[src/inc/tps_consts.svh]
`ifndef TPS_CONSTS_SVH
`define TPS_CONSTS_SVH

// ---------------------------------------------------------------
// Sizes
// ---------------------------------------------------------------
`define TPS_DW 32
`define TPS_NCH 8
`define TPS_NIRQ 16
`define TPS_NALT 3
`define TPS_SEL_W 2
`define TPS_CH_PER_REG 4
`define TPS_CH_STRIDE 8

// ---------------------------------------------------------------
// Field layout inside one channel byte
// ---------------------------------------------------------------
`define TPS_AIN_LSB 0
`define TPS_AOUT_LSB 2
`define TPS_BIN_LSB 4
`define TPS_B0_MSB 6

// ---------------------------------------------------------------
// Select codes and pin one-hots
// ---------------------------------------------------------------
`define TPS_SEL_00 2'h0
`define TPS_SEL_01 2'h1
`define TPS_SEL_10 2'h2
`define TPS_SEL_11 2'h3
`define TPS_B0_SUB_CLOCK_OUTPUT 3'h6
`define TPS_B0_TRIM 3'h7
`define TPS_OH_NONE 3'h0
`define TPS_OH_PIN0 3'h1
`define TPS_OH_PIN1 3'h2
`define TPS_OH_PIN2 3'h4

// ---------------------------------------------------------------
// Device registers: writable masks and reset
// ---------------------------------------------------------------
`define TPS_CH03_WMASK 32'h3F3C_3F7C
`define TPS_CH47_WMASK 32'h3F3C_3F3C
`define TPS_IRQ_WMASK 32'hFFFF_FFFF
`define TPS_REG_RESET 32'h0000_0000

// ---------------------------------------------------------------
// Controller APB map
// ---------------------------------------------------------------
`define TPS_AW 8
`define TPS_OFF_CMD 8'h00
`define TPS_OFF_WDATA 8'h04
`define TPS_OFF_RDATA 8'h08
`define TPS_OFF_STATUS 8'h0C
`define TPS_OFF_PINCFG 8'h10
`define TPS_CMD_GO 0
`define TPS_CMD_WR 1
`define TPS_CMD_SEL_LSB 4
`define TPS_ST_BUSY 0
`define TPS_ST_DONE 1
`define TPS_PC_EN 0

`endif

[src/inc/tps_pkg.sv]
package tps_pkg;

  typedef enum logic [1:0] {
    TPS_REG_CH03 = 2'h0,
    TPS_REG_CH47 = 2'h1,
    TPS_REG_IRQ = 2'h2,
    TPS_REG_NONE = 2'h3
  } tps_reg_t;

  typedef enum logic [1:0] {
    TPS_CTL_IDLE = 2'b01,
    TPS_CTL_WAIT = 2'b10
  } tps_ctl_state_t;

endpackage

[src/inc/tps_if.sv]
`timescale 1ns/1ps
`default_nettype none
interface tps_if;
  import tps_pkg::*;
  logic req;
  logic we;
  tps_reg_t sel;
  logic [31:0] wdata;
  logic [31:0] rdata;
  logic ack;

  modport dev (input req, input we, input sel, input wdata, output rdata, output ack);
  modport ctl (output req, output we, output sel, output wdata, input rdata, input ack);
endinterface
`default_nettype wire

[src/core/tps_alt_sel.sv]
`timescale 1ns/1ps
`default_nettype none
`include "tps_consts.svh"
module tps_alt_sel (
  // Select field
  input wire logic [`TPS_SEL_W-1:0] code,
  input wire logic out_mode,
  // Chosen alternative pin
  output logic [`TPS_NALT-1:0] onehot
);
  import tps_pkg::*;

  // Output fields use code 00 as off; input fields treat 00 like 01
  always_comb begin
    case (code)
      `TPS_SEL_00: onehot = out_mode ? `TPS_OH_NONE : `TPS_OH_PIN0;
      `TPS_SEL_01: onehot = `TPS_OH_PIN0;
      `TPS_SEL_10: onehot = `TPS_OH_PIN1;
      `TPS_SEL_11: onehot = `TPS_OH_PIN2;
      default: onehot = `TPS_OH_NONE;
    endcase
  end
endmodule
`default_nettype wire

[src/core/tps_dev.sv]
// Implementation choices: the register select codes and the req/ack register port.
`timescale 1ns/1ps
`default_nettype none
`include "tps_consts.svh"
module tps_dev #(
  parameter bit SUB_CLOCK_OUTPUT_EN = 1'b1,
  parameter bit TRIM_EN = 1'b1
) (
  // Clock and resets
  input wire logic pclk,
  input wire logic presetn,
  input wire logic deep_standby_rst_n,
  // Register port
  tps_if.dev regs,
  // Timer channel side
  input wire logic [`TPS_NCH-1:0] timer_a_out,
  output logic [`TPS_NCH-1:0] timer_a_in,
  output logic [`TPS_NCH-1:0] timer_b_in,
  input wire logic sub_clock_output,
  input wire logic hs_cr_trim_clk,
  // Timer pins, three alternatives per channel
  input wire logic [`TPS_NCH*`TPS_NALT-1:0] a_pin_in,
  output logic [`TPS_NCH*`TPS_NALT-1:0] a_pin_out,
  output logic [`TPS_NCH*`TPS_NALT-1:0] a_pin_oe,
  input wire logic [`TPS_NCH*`TPS_NALT-1:0] b_pin_in,
  // Interrupt pins and channel inputs
  input wire logic [`TPS_NIRQ*`TPS_NALT-1:0] irq_pin_in,
  output logic [`TPS_NIRQ-1:0] irq_in
);
  import tps_pkg::*;

  // ---------------------------------------------------------------
  // Helpers
  // ---------------------------------------------------------------
  function automatic logic pick(input logic [`TPS_NALT-1:0] pins,
                                input logic [`TPS_NALT-1:0] oh);
    pick = |(pins & oh);
  endfunction

  function automatic logic [31:0] wmask(input tps_reg_t sel);
    case (sel)
      TPS_REG_CH03: wmask = `TPS_CH03_WMASK;
      TPS_REG_CH47: wmask = `TPS_CH47_WMASK;
      TPS_REG_IRQ: wmask = `TPS_IRQ_WMASK;
      default: wmask = `TPS_REG_RESET;
    endcase
  endfunction

  // ---------------------------------------------------------------
  // Select registers
  // ---------------------------------------------------------------
  logic [31:0] ch03_r;
  logic [31:0] ch47_r;
  logic [31:0] irq_r;
  logic [31:0] rdata_r;
  logic [31:0] rd_word;
  logic ack_r;
  logic take;

  // One access per request; the ack pulse blocks a second take
  assign take = regs.req & ~ack_r;

  // only presetn clears the selects
  // The deep standby reset is deliberately not wired here
  always_ff @(posedge pclk or negedge presetn) begin
    if (!presetn) begin
      ch03_r <= `TPS_REG_RESET;
      ch47_r <= `TPS_REG_RESET;
      irq_r <= `TPS_REG_RESET;
    end else if (take && regs.we) begin
      case (regs.sel)
        TPS_REG_CH03: ch03_r <= regs.wdata & wmask(TPS_REG_CH03);
        TPS_REG_CH47: ch47_r <= regs.wdata & wmask(TPS_REG_CH47);
        TPS_REG_IRQ: irq_r <= regs.wdata & wmask(TPS_REG_IRQ);
        default: ;
      endcase
    end
  end

  always_comb begin
    case (regs.sel)
      TPS_REG_CH03: rd_word = ch03_r;
      TPS_REG_CH47: rd_word = ch47_r;
      TPS_REG_IRQ: rd_word = irq_r;
      default: rd_word = `TPS_REG_RESET;
    endcase
  end

  // Handshake state may be lost in deep standby, the selects may not
  always_ff @(posedge pclk or negedge presetn) begin
    if (!presetn) begin
      ack_r <= 1'b0;
      rdata_r <= `TPS_REG_RESET;
    end else if (!deep_standby_rst_n) begin
      ack_r <= 1'b0;
      rdata_r <= `TPS_REG_RESET;
    end else begin
      ack_r <= take;
      if (take) begin
        rdata_r <= rd_word;
      end
    end
  end

  assign regs.ack = ack_r;
  assign regs.rdata = rdata_r;

  // ---------------------------------------------------------------
  // Timer channel routing
  // ---------------------------------------------------------------
  wire [`TPS_NCH*`TPS_NALT-1:0] a_out_nxt;
  wire [`TPS_NCH*`TPS_NALT-1:0] a_oe_nxt;
  wire [`TPS_NCH-1:0] a_in_nxt;
  wire [`TPS_NCH-1:0] b_in_nxt;
  wire [`TPS_NIRQ-1:0] irq_nxt;

  genvar ch;
  generate
    for (ch = 0; ch < `TPS_NCH; ch++) begin : g_ch
      localparam int BASE = (ch % `TPS_CH_PER_REG) * `TPS_CH_STRIDE;
      wire [31:0] word;
      wire [`TPS_NALT-1:0] out_oh;
      wire [`TPS_NALT-1:0] in_oh;
      wire [`TPS_NALT-1:0] b_oh;

      // channels 4-7 use the same layout in the second word
      assign word = (ch < `TPS_CH_PER_REG) ? ch03_r : ch47_r;

      // code 00 leaves every pin undriven
      tps_alt_sel u_aout (
        .code(word[BASE+`TPS_AOUT_LSB +: `TPS_SEL_W]),
        .out_mode(1'b1),
        .onehot(out_oh)
      );

      tps_alt_sel u_ain (
        .code(word[BASE+`TPS_AIN_LSB +: `TPS_SEL_W]),
        .out_mode(1'b0),
        .onehot(in_oh)
      );

      tps_alt_sel u_bin (
        .code(word[BASE+`TPS_BIN_LSB +: `TPS_SEL_W]),
        .out_mode(1'b0),
        .onehot(b_oh)
      );

      // the A signal drives at most one pin
      assign a_oe_nxt[ch*`TPS_NALT +: `TPS_NALT] = out_oh;
      assign a_out_nxt[ch*`TPS_NALT +: `TPS_NALT] = {`TPS_NALT{timer_a_out[ch]}} & out_oh;

      if (ch % 2 == 1) begin : g_odd
        // an active output select mutes the input path
        // input chosen only while output code is 00
        // pin level includes any shared driver
        assign a_in_nxt[ch] = (out_oh == `TPS_OH_NONE) ?
                              pick(a_pin_in[ch*`TPS_NALT +: `TPS_NALT], in_oh) : 1'b0;
      end else begin : g_even
        // even A has no input path
        assign a_in_nxt[ch] = 1'b0;
      end

      if (ch == 0) begin : g_b0
        wire [2:0] code;
        wire special;
        assign code = word[`TPS_B0_MSB:`TPS_BIN_LSB];
        // sub-clock only on variants with it
        // trim clock only on variants with it
        assign special = (code == `TPS_B0_SUB_CLOCK_OUTPUT && SUB_CLOCK_OUTPUT_EN) ? sub_clock_output :
                         (code == `TPS_B0_TRIM && TRIM_EN) ? hs_cr_trim_clk : 1'b0;
        // low codes behave like a two-bit input select
        assign b_in_nxt[ch] = code[2] ? special :
                              pick(b_pin_in[ch*`TPS_NALT +: `TPS_NALT], b_oh);
      end else begin : g_bn
        assign b_in_nxt[ch] = pick(b_pin_in[ch*`TPS_NALT +: `TPS_NALT], b_oh);
      end
    end
  endgenerate

  // ---------------------------------------------------------------
  // Interrupt input routing
  // ---------------------------------------------------------------
  genvar ir;
  generate
    for (ir = 0; ir < `TPS_NIRQ; ir++) begin : g_irq
      wire [`TPS_NALT-1:0] oh;
      tps_alt_sel u_sel (
        .code(irq_r[ir*`TPS_SEL_W +: `TPS_SEL_W]),
        .out_mode(1'b0),
        .onehot(oh)
      );
      assign irq_nxt[ir] = pick(irq_pin_in[ir*`TPS_NALT +: `TPS_NALT], oh);
    end
  endgenerate

  // ---------------------------------------------------------------
  // Registered outputs
  // ---------------------------------------------------------------
  // One cycle of latency buys glitch-free pin enables
  always_ff @(posedge pclk or negedge presetn) begin
    if (!presetn) begin
      a_pin_out <= '0;
      a_pin_oe <= '0;
      timer_a_in <= '0;
      timer_b_in <= '0;
      irq_in <= '0;
    end else begin
      a_pin_out <= a_out_nxt;
      a_pin_oe <= a_oe_nxt;
      timer_a_in <= a_in_nxt;
      timer_b_in <= b_in_nxt;
      irq_in <= irq_nxt;
    end
  end
endmodule
`default_nettype wire

[src/flat_wrapper.sv]
// flat-port wrapper written by rule: the top's interface ports become plain ports
module tps_dev_flat import tps_pkg::*;
#(
  parameter bit SUB_CLOCK_OUTPUT_EN = 1'b1,
  parameter bit TRIM_EN = 1'b1
)
  (pclk, presetn, deep_standby_rst_n, timer_a_out, timer_a_in, timer_b_in, sub_clock_output, hs_cr_trim_clk, a_pin_in, a_pin_out, a_pin_oe, b_pin_in, irq_pin_in, irq_in, regs_req, regs_we, regs_sel, regs_wdata, regs_rdata, regs_ack);
  tps_if regs_i ();
  input wire logic pclk;
  input wire logic presetn;
  input wire logic deep_standby_rst_n;
  input wire logic [`TPS_NCH-1:0] timer_a_out;
  output logic [`TPS_NCH-1:0] timer_a_in;
  output logic [`TPS_NCH-1:0] timer_b_in;
  input wire logic sub_clock_output;
  input wire logic hs_cr_trim_clk;
  input wire logic [`TPS_NCH*`TPS_NALT-1:0] a_pin_in;
  output logic [`TPS_NCH*`TPS_NALT-1:0] a_pin_out;
  output logic [`TPS_NCH*`TPS_NALT-1:0] a_pin_oe;
  input wire logic [`TPS_NCH*`TPS_NALT-1:0] b_pin_in;
  input wire logic [`TPS_NIRQ*`TPS_NALT-1:0] irq_pin_in;
  output logic [`TPS_NIRQ-1:0] irq_in;
  input wire logic [$bits(regs_i.req)-1:0] regs_req;
  input wire logic [$bits(regs_i.we)-1:0] regs_we;
  input wire logic [$bits(regs_i.sel)-1:0] regs_sel;
  input wire logic [$bits(regs_i.wdata)-1:0] regs_wdata;
  output wire logic [$bits(regs_i.rdata)-1:0] regs_rdata;
  output wire logic [$bits(regs_i.ack)-1:0] regs_ack;
  assign regs_i.req = regs_req;
  assign regs_i.we = regs_we;
  assign regs_i.sel = regs_sel;
  assign regs_i.wdata = regs_wdata;
  assign regs_rdata = regs_i.rdata;
  assign regs_ack = regs_i.ack;
  tps_dev #(.SUB_CLOCK_OUTPUT_EN(SUB_CLOCK_OUTPUT_EN), .TRIM_EN(TRIM_EN)) u_core (.pclk(pclk), .presetn(presetn), .deep_standby_rst_n(deep_standby_rst_n), .regs(regs_i), .timer_a_out(timer_a_out), .timer_a_in(timer_a_in), .timer_b_in(timer_b_in), .sub_clock_output(sub_clock_output), .hs_cr_trim_clk(hs_cr_trim_clk), .a_pin_in(a_pin_in), .a_pin_out(a_pin_out), .a_pin_oe(a_pin_oe), .b_pin_in(b_pin_in), .irq_pin_in(irq_pin_in), .irq_in(irq_in));
endmodule
[config.mk]
export PLATFORM = sky130hd
export DESIGN_NAME = tps_dev_flat
export DESIGN_NICKNAME = d
export VERILOG_FILES = /design/src/inc/tps_pkg.sv /design/src/inc/tps_if.sv /design/src/core/tps_alt_sel.sv /design/src/core/tps_dev.sv /design/src/flat_wrapper.sv
export VERILOG_INCLUDE_DIRS = /design/src /design/src/inc
export SDC_FILE = /design/constraint.sdc
export NUM_CORES = 1
export LEC_CHECK = 0
export ABC_CLOCK_PERIOD_IN_PS = 1600
export BUFFER_PORTS_ARGS = -buffer_cell sky130_fd_sc_hd__buf_2
export CAP_MARGIN = 0
export CORE_MARGIN = 1.5
export CORE_UTILIZATION = 45
export DETAILED_ROUTE_END_ITERATION = 8
export GPL_TIMING_DRIVEN = 0
export PLACE_DENSITY = 0.76
export SLEW_MARGIN = 20
export SYNTH_ARGS = -nofsm -noshare
export SYNTH_HDL_FRONTEND = slang
export SYNTH_SLANG_ARGS = --single-unit
[constraint.sdc]
create_clock -name pclk -period 1.6 [get_ports pclk]
set_input_delay 0.16 -clock pclk [delete_from_list [all_inputs] [get_ports pclk]]
set_output_delay 0.16 -clock pclk [all_outputs]
set_load 0.05 [all_outputs]
# ---- Word level (Yosys, flattened, before mapping)
# Cells that the tools add are included.
dict set report word_totals {
  register_bits 182
  wordCells 309
}
dict set report classes {
  bitwise 38
  reduce_logical 101
  n_mux 47
  n_eq_ne 113
}
# cell count
set ops {}
lappend ops {{3-bit case mux with 3 select lines} 28}
lappend ops {{2-bit equality test, second input constant} 73}
lappend ops {{3-bit bitwise AND} 36}
lappend ops {{3-bit case mux with 4 select lines} 8}
lappend ops {{32-bit case mux with 3 select lines} 1}
lappend ops {{3-bit OR reduction} 28}
lappend ops {{2-bit by 1-bit equality test with 1-bit output, second input constant} 37}
lappend ops {{2-bit logical NOT} 37}
lappend ops {{32-bit two-way mux} 2}
lappend ops {{2-bit OR reduction} 28}
lappend ops {{3-bit logical NOT} 4}
lappend ops {{1-bit two-way mux} 8}
lappend ops {{3-bit equality test, second input constant} 2}
lappend ops {{2-bit AND reduction} 3}
lappend ops {{2-bit by 1-bit inequality test with 1-bit output, second input constant} 1}
lappend ops {{1-bit bitwise AND} 1}
lappend ops {{1-bit logical AND} 1}
lappend ops {{1-bit inverter} 1}

# ---- Logic depth before layout (Yosys ltp)
dict set report logic_depth {
  word_depth 6
  ltp_mapped 6
  depth_no_buf 3
}

# ---- By module
# Synthesis repeated with hierarchy kept, for this count alone.
dict set report unflattened {
  cells_unflattened 595
  area_unflattened_um2 7900.1
}
# mod cells_per_inst area_each_um2 n_inst
set modules_own_cells {}
lappend modules_own_cells {tps_dev 451 6999.2 1}
lappend modules_own_cells {tps_alt_sel 4 25.0 36}

# ---- Worst setup path before layout
# OpenSTA, ideal clock, no wires.
dict set report synth_timing {
  kind {reg2reg}
  start {register u_core.ack_r, in the netlist u_core.regs.ack}
  end {register u_core.ch03_r[10]}
  stages_incl_launch_ff 5
  t_required_ps 1472
  n_path_buf 1
  arrival_ps 1606
  synth_period_minus_slack_ps 1734
  slack_ps -134
  setup_time_ps 128
  cell_sequence {dfrtp_1 > nand2b_1 > nor4b_4 > buf_4 > mux2_1}
}
dict set report synth_via {
  elab_chain_cells 4
}
# item line
set synth_lines {}
lappend synth_lines {{start, declared} tps_dev.sv:57} ;# logic ack_r;
lappend synth_lines {{start signal, assigned} tps_dev.sv:98} ;# ack_r <= take;
lappend synth_lines {{1-bit inverter} tps_dev.sv:61} ;# assign take = regs.req & ~ack_r;
lappend synth_lines {{1-bit bitwise AND} tps_dev.sv:61}
lappend synth_lines {{1-bit logical AND} tps_dev.sv:70} ;# end else if (take && regs.we) begin
lappend synth_lines {{2-bit AND reduction (no line)} n/a}
lappend synth_lines {{end signal, assigned} tps_dev.sv:67} ;# ch03_r <= `TPS_REG_RESET;
lappend synth_lines {{end signal, assigned} tps_dev.sv:72} ;# TPS_REG_CH03: ch03_r <= regs.wdata & wmask(TPS_REG_CH03);
lappend synth_lines {{end, declared} tps_dev.sv:52} ;# logic [31:0] ch03_r;
# No other way between the ends.
# A chain may end at the register's enable or synchronous reset.

# ---- Final worst setup path
dict set report layout_timing {
  start {register u_core.ack_r, in the netlist u_core.regs.ack}
  end {register u_core.ch03_r[28]}
}
# The elaborated chain is that of the path after synthesis.

==> flow_summary_export.csv <==
group,metric,value,unit
placed_design,port_buffers,239,
finish,finalNonFillerCells,1074,
cts,htree_levels,4,
yosys,synth.top_cells.by_area,"dfrtp_1, mux2i_1, mux2_1",
setup_path,crit_required,1.90,ns
die,dieHeight,131,um
finish,postLayoutCellArea,10200,um2
yosys,ys_types,31,
die,core-area,15900,um2
timing,skew,0.00731,ns
setup_path,crit_fanout,5,
setup_path,slowest_stage,"dfrtp_2",
finish,fin_nets,989,
die,die_area,17100,um2
pwr,ir_worst_vdd,0.840,mV
timing,fmax,637,MHz
die,rows,46,
yosys,synth_top_family_by_area,"multiplexers",
yosys,syn_area,7330,um2
grt,grtUsageTotal,0.228,
pwr,p_leak,5.22,nW
run,maxCapViolCount,0,
grt,grt_antenna_before_repair,3,
placed_design,hpwl,12.8,mm
status,status,"finished clean",
placed_design,globalplace.congestion,0.830,
drt,wirelength,19.2,mm
grt,overflow,0,
yosys,synth_xor_area_frac,0,
yosys,synth_compound_area_frac,0.0850,
finish,final_util,0.643,
finish,fillerInstances,1171,
setup_path,worstSetupStartpointType,"flip-flop",
setup_path,r2r-start,"u_core.regs.ack",
setup_path,cp_num_buf_inv,2,
yosys,synth-simple-area-share,0.0699,
yosys,synth.area.mux_share,0.196,
placed_design,dpl-instance-area,8870,um2
yosys,syn_inst,510,
drt,vias,5367,
timing,hold_violations,0,
cts,cts_root_buf,"clkbuf_16",
yosys,synth_fa_ha_area_frac,0,
setup_path,crit_start,"u_core.regs.ack",
placed_design,dp.cells,969,
timing,worstMarginPinSlew,0.660,ns
setup_path,r2r-end,"u_core.ch03_r[28]",
yosys,synth_seq_cells,182,
pwr,total_power,14.2,mW
timing,fin_hold_ws,0.0306,ns
yosys,async_flop_share,1.00,
cts,cts_buffers,17,
hold_path,holdCritPathClass,"in2reg",
setup_path,cp_data_arrival_time,1.87,ns
timing,relSlewSlack,0.560,
grt,grt_pass1_wl,29.3,mm
yosys,synth_commonest_cells,"dfrtp_1, mux2i_1, mux2_1",
setup_path,path_class,"reg2reg",
yosys,yosys.area.top_type,"dfrtp_1",
timing,maxSlewViolCount,0,
placed_design,pre_cts_ws,-0.0325,ns
yosys,ys.flop_type,"dfrtp_1",
setup_path,cp.depth,5,
timing,fin_setup_tns,0,ns
timing,fin_ws,0.0299,ns
grt,grt_max_degree,95,
drt,drtIter0Drc,176,
timing,fin_crit,1.57,ns
drt,ant_nets,0,
cts,clock_latency,0.42,ns
setup_path,r2r_cells,5,
setup_path,crit_end,"u_core.ch03_r[28]",
drt,vias_per_cell,5.00,
drt,drc,0,
setup_path,crit_path_end_kind,"flip-flop",
yosys,yosysSeqAreaShare,0.621,
yosys,syn_avg_cell_area,14.4,um2
cts,cts.path.max_buffers,2,
yosys,yosys_warnings,0,
cts,clock_sinks,182,
setup_path,r2r_slack,0.03,ns
pwr,powerDensity,1390,nW/um2
setup_path,critical-path-max-stage-delay,0.41,ns
yosys,synth_edf_count,0,
setup_path,crit_path_cell_trace,"nand2b_4 > nor4b_4 > buf_6 > clkbuf_16 > mux2_1",
finish,syn_to_final_growth,39.3,%
cts,clkTransAtPathRegs,0.07,ns
die,ios,258,
die,initial_core_util,0.462,
yosys,synth_most_common_cell,"dfrtp_1",
cts,cts_tree,"built",
finish,drive_gt1_frac,0.390,
timing,period_share,0.981,
setup_path,critPathTopFamily,"flip-flops",
timing,setup_viol,0,
drt,routedWlPerCell,17.8,um
yosys,synth_top_area_share,0.621,
drt,dr.pass1.iters,5,
grt,grt_pass1_vias,5649,
die,die-width,131,um
-- layer usage --
metal	track usage	up-vias	wire, um
met5	0	-	13
li1	-	2483	-
met4	0.104	2	539
met2	0.394	194	9700
met3	0.0428	34	958
met1	0.279	2654	7960
-- cell type report --
cell class | instances | area [um2] | area share
diodes | 2 | 5.00 | 0.000490
plain buffers | 27 | 226 | 0.0222
clock buffers | 19 | 443 | 0.0434
clock inverters | 12 | 145 | 0.0142
inverters | 1 | 3.75 | 0.000367
multi-input cells | 303 | 2600 | 0.255
flip-flops and latches | 182 | 4560 | 0.446
well taps | 216 | 270 | 0.0265
repair buffers | 312 | 1970 | 0.193
-- state kept, by name, summed over array words and instances (netlist names) --
register	count
u_core.timer_b_in	8
u_core.irq_in	16
u_core.regs.ack	1
u_core.regs.rdata	32
u_core.ch03_r	21
u_core.ch47_r	20
u_core.irq_r	32
u_core.timer_a_in	4
u_core.a_pin_oe	24
u_core.a_pin_out	24
-- cell families (layout without fill, tap and decap cells) --
group,after synthesis,count (layout)
AND/OR/NAND/NOR,94,94
multiplexers,123,123
other,1,6
buffers and inverters,28,371
flip-flops,182,182
AO/OA/AOI/OAI,82,82
-- layout by cell type, fill, tap and decap left out, types with 3 or more instances in the layout --
cell,Yosys,layout
clkbuf_1,5,4
nor2_1,35,35
buf_6,2,4
dlygate4sd3_1,0,67
dfrtp_1,182,181
mux2_1,43,41
a21oi_1,24,24
and3_1,8,8
conb_1,1,4
mux2_4,30,32
buf_4,7,7
a22o_1,31,31
clkbuf_16,0,18
clkinv_4,0,4
buf_2,8,246
a2111oi_0,4,4
buf_12,3,4
and2_1,18,18
inv_6,0,3
mux2i_1,50,50
nand2_1,8,8
o2bb2ai_1,20,20
nor2b_1,18,18
-- where the power goes --
group          internal (mW)  total [mW]  switching, mW
registers               5.47        6.19          0.726
logic                   1.38        3.83           2.45
clock network           2.37        4.17           1.80
-- worst min path at each step --
stage	to	from	slack, ns	cells past startpoint
final	u_core.ch03_r[28]	regs_wdata[28]	0.03	2
after detailed placement	u_core.a_pin_oe[8]	presetn	0.21	1
after global routing	u_core.ch03_r[28]	regs_wdata[28]	0.02	2
after global placement	u_core.irq_r[31]	regs_wdata[31]	0.38	2
after CTS	u_core.ch03_r[27]	regs_wdata[27]	-0.02	2
after floorplan	u_core.a_pin_oe[0]	presetn	-0.14	0
-- timing repair --
item	in CTS	in global routing
endpoints found under the setup margin	30	30
pin swaps	1	1
gates resized for setup	9	4
hold endpoints to repair	199	3
cloned	1	1
hold buffers	66	1
buffers inserted	2	1
(Power assumes the default switching activity.)
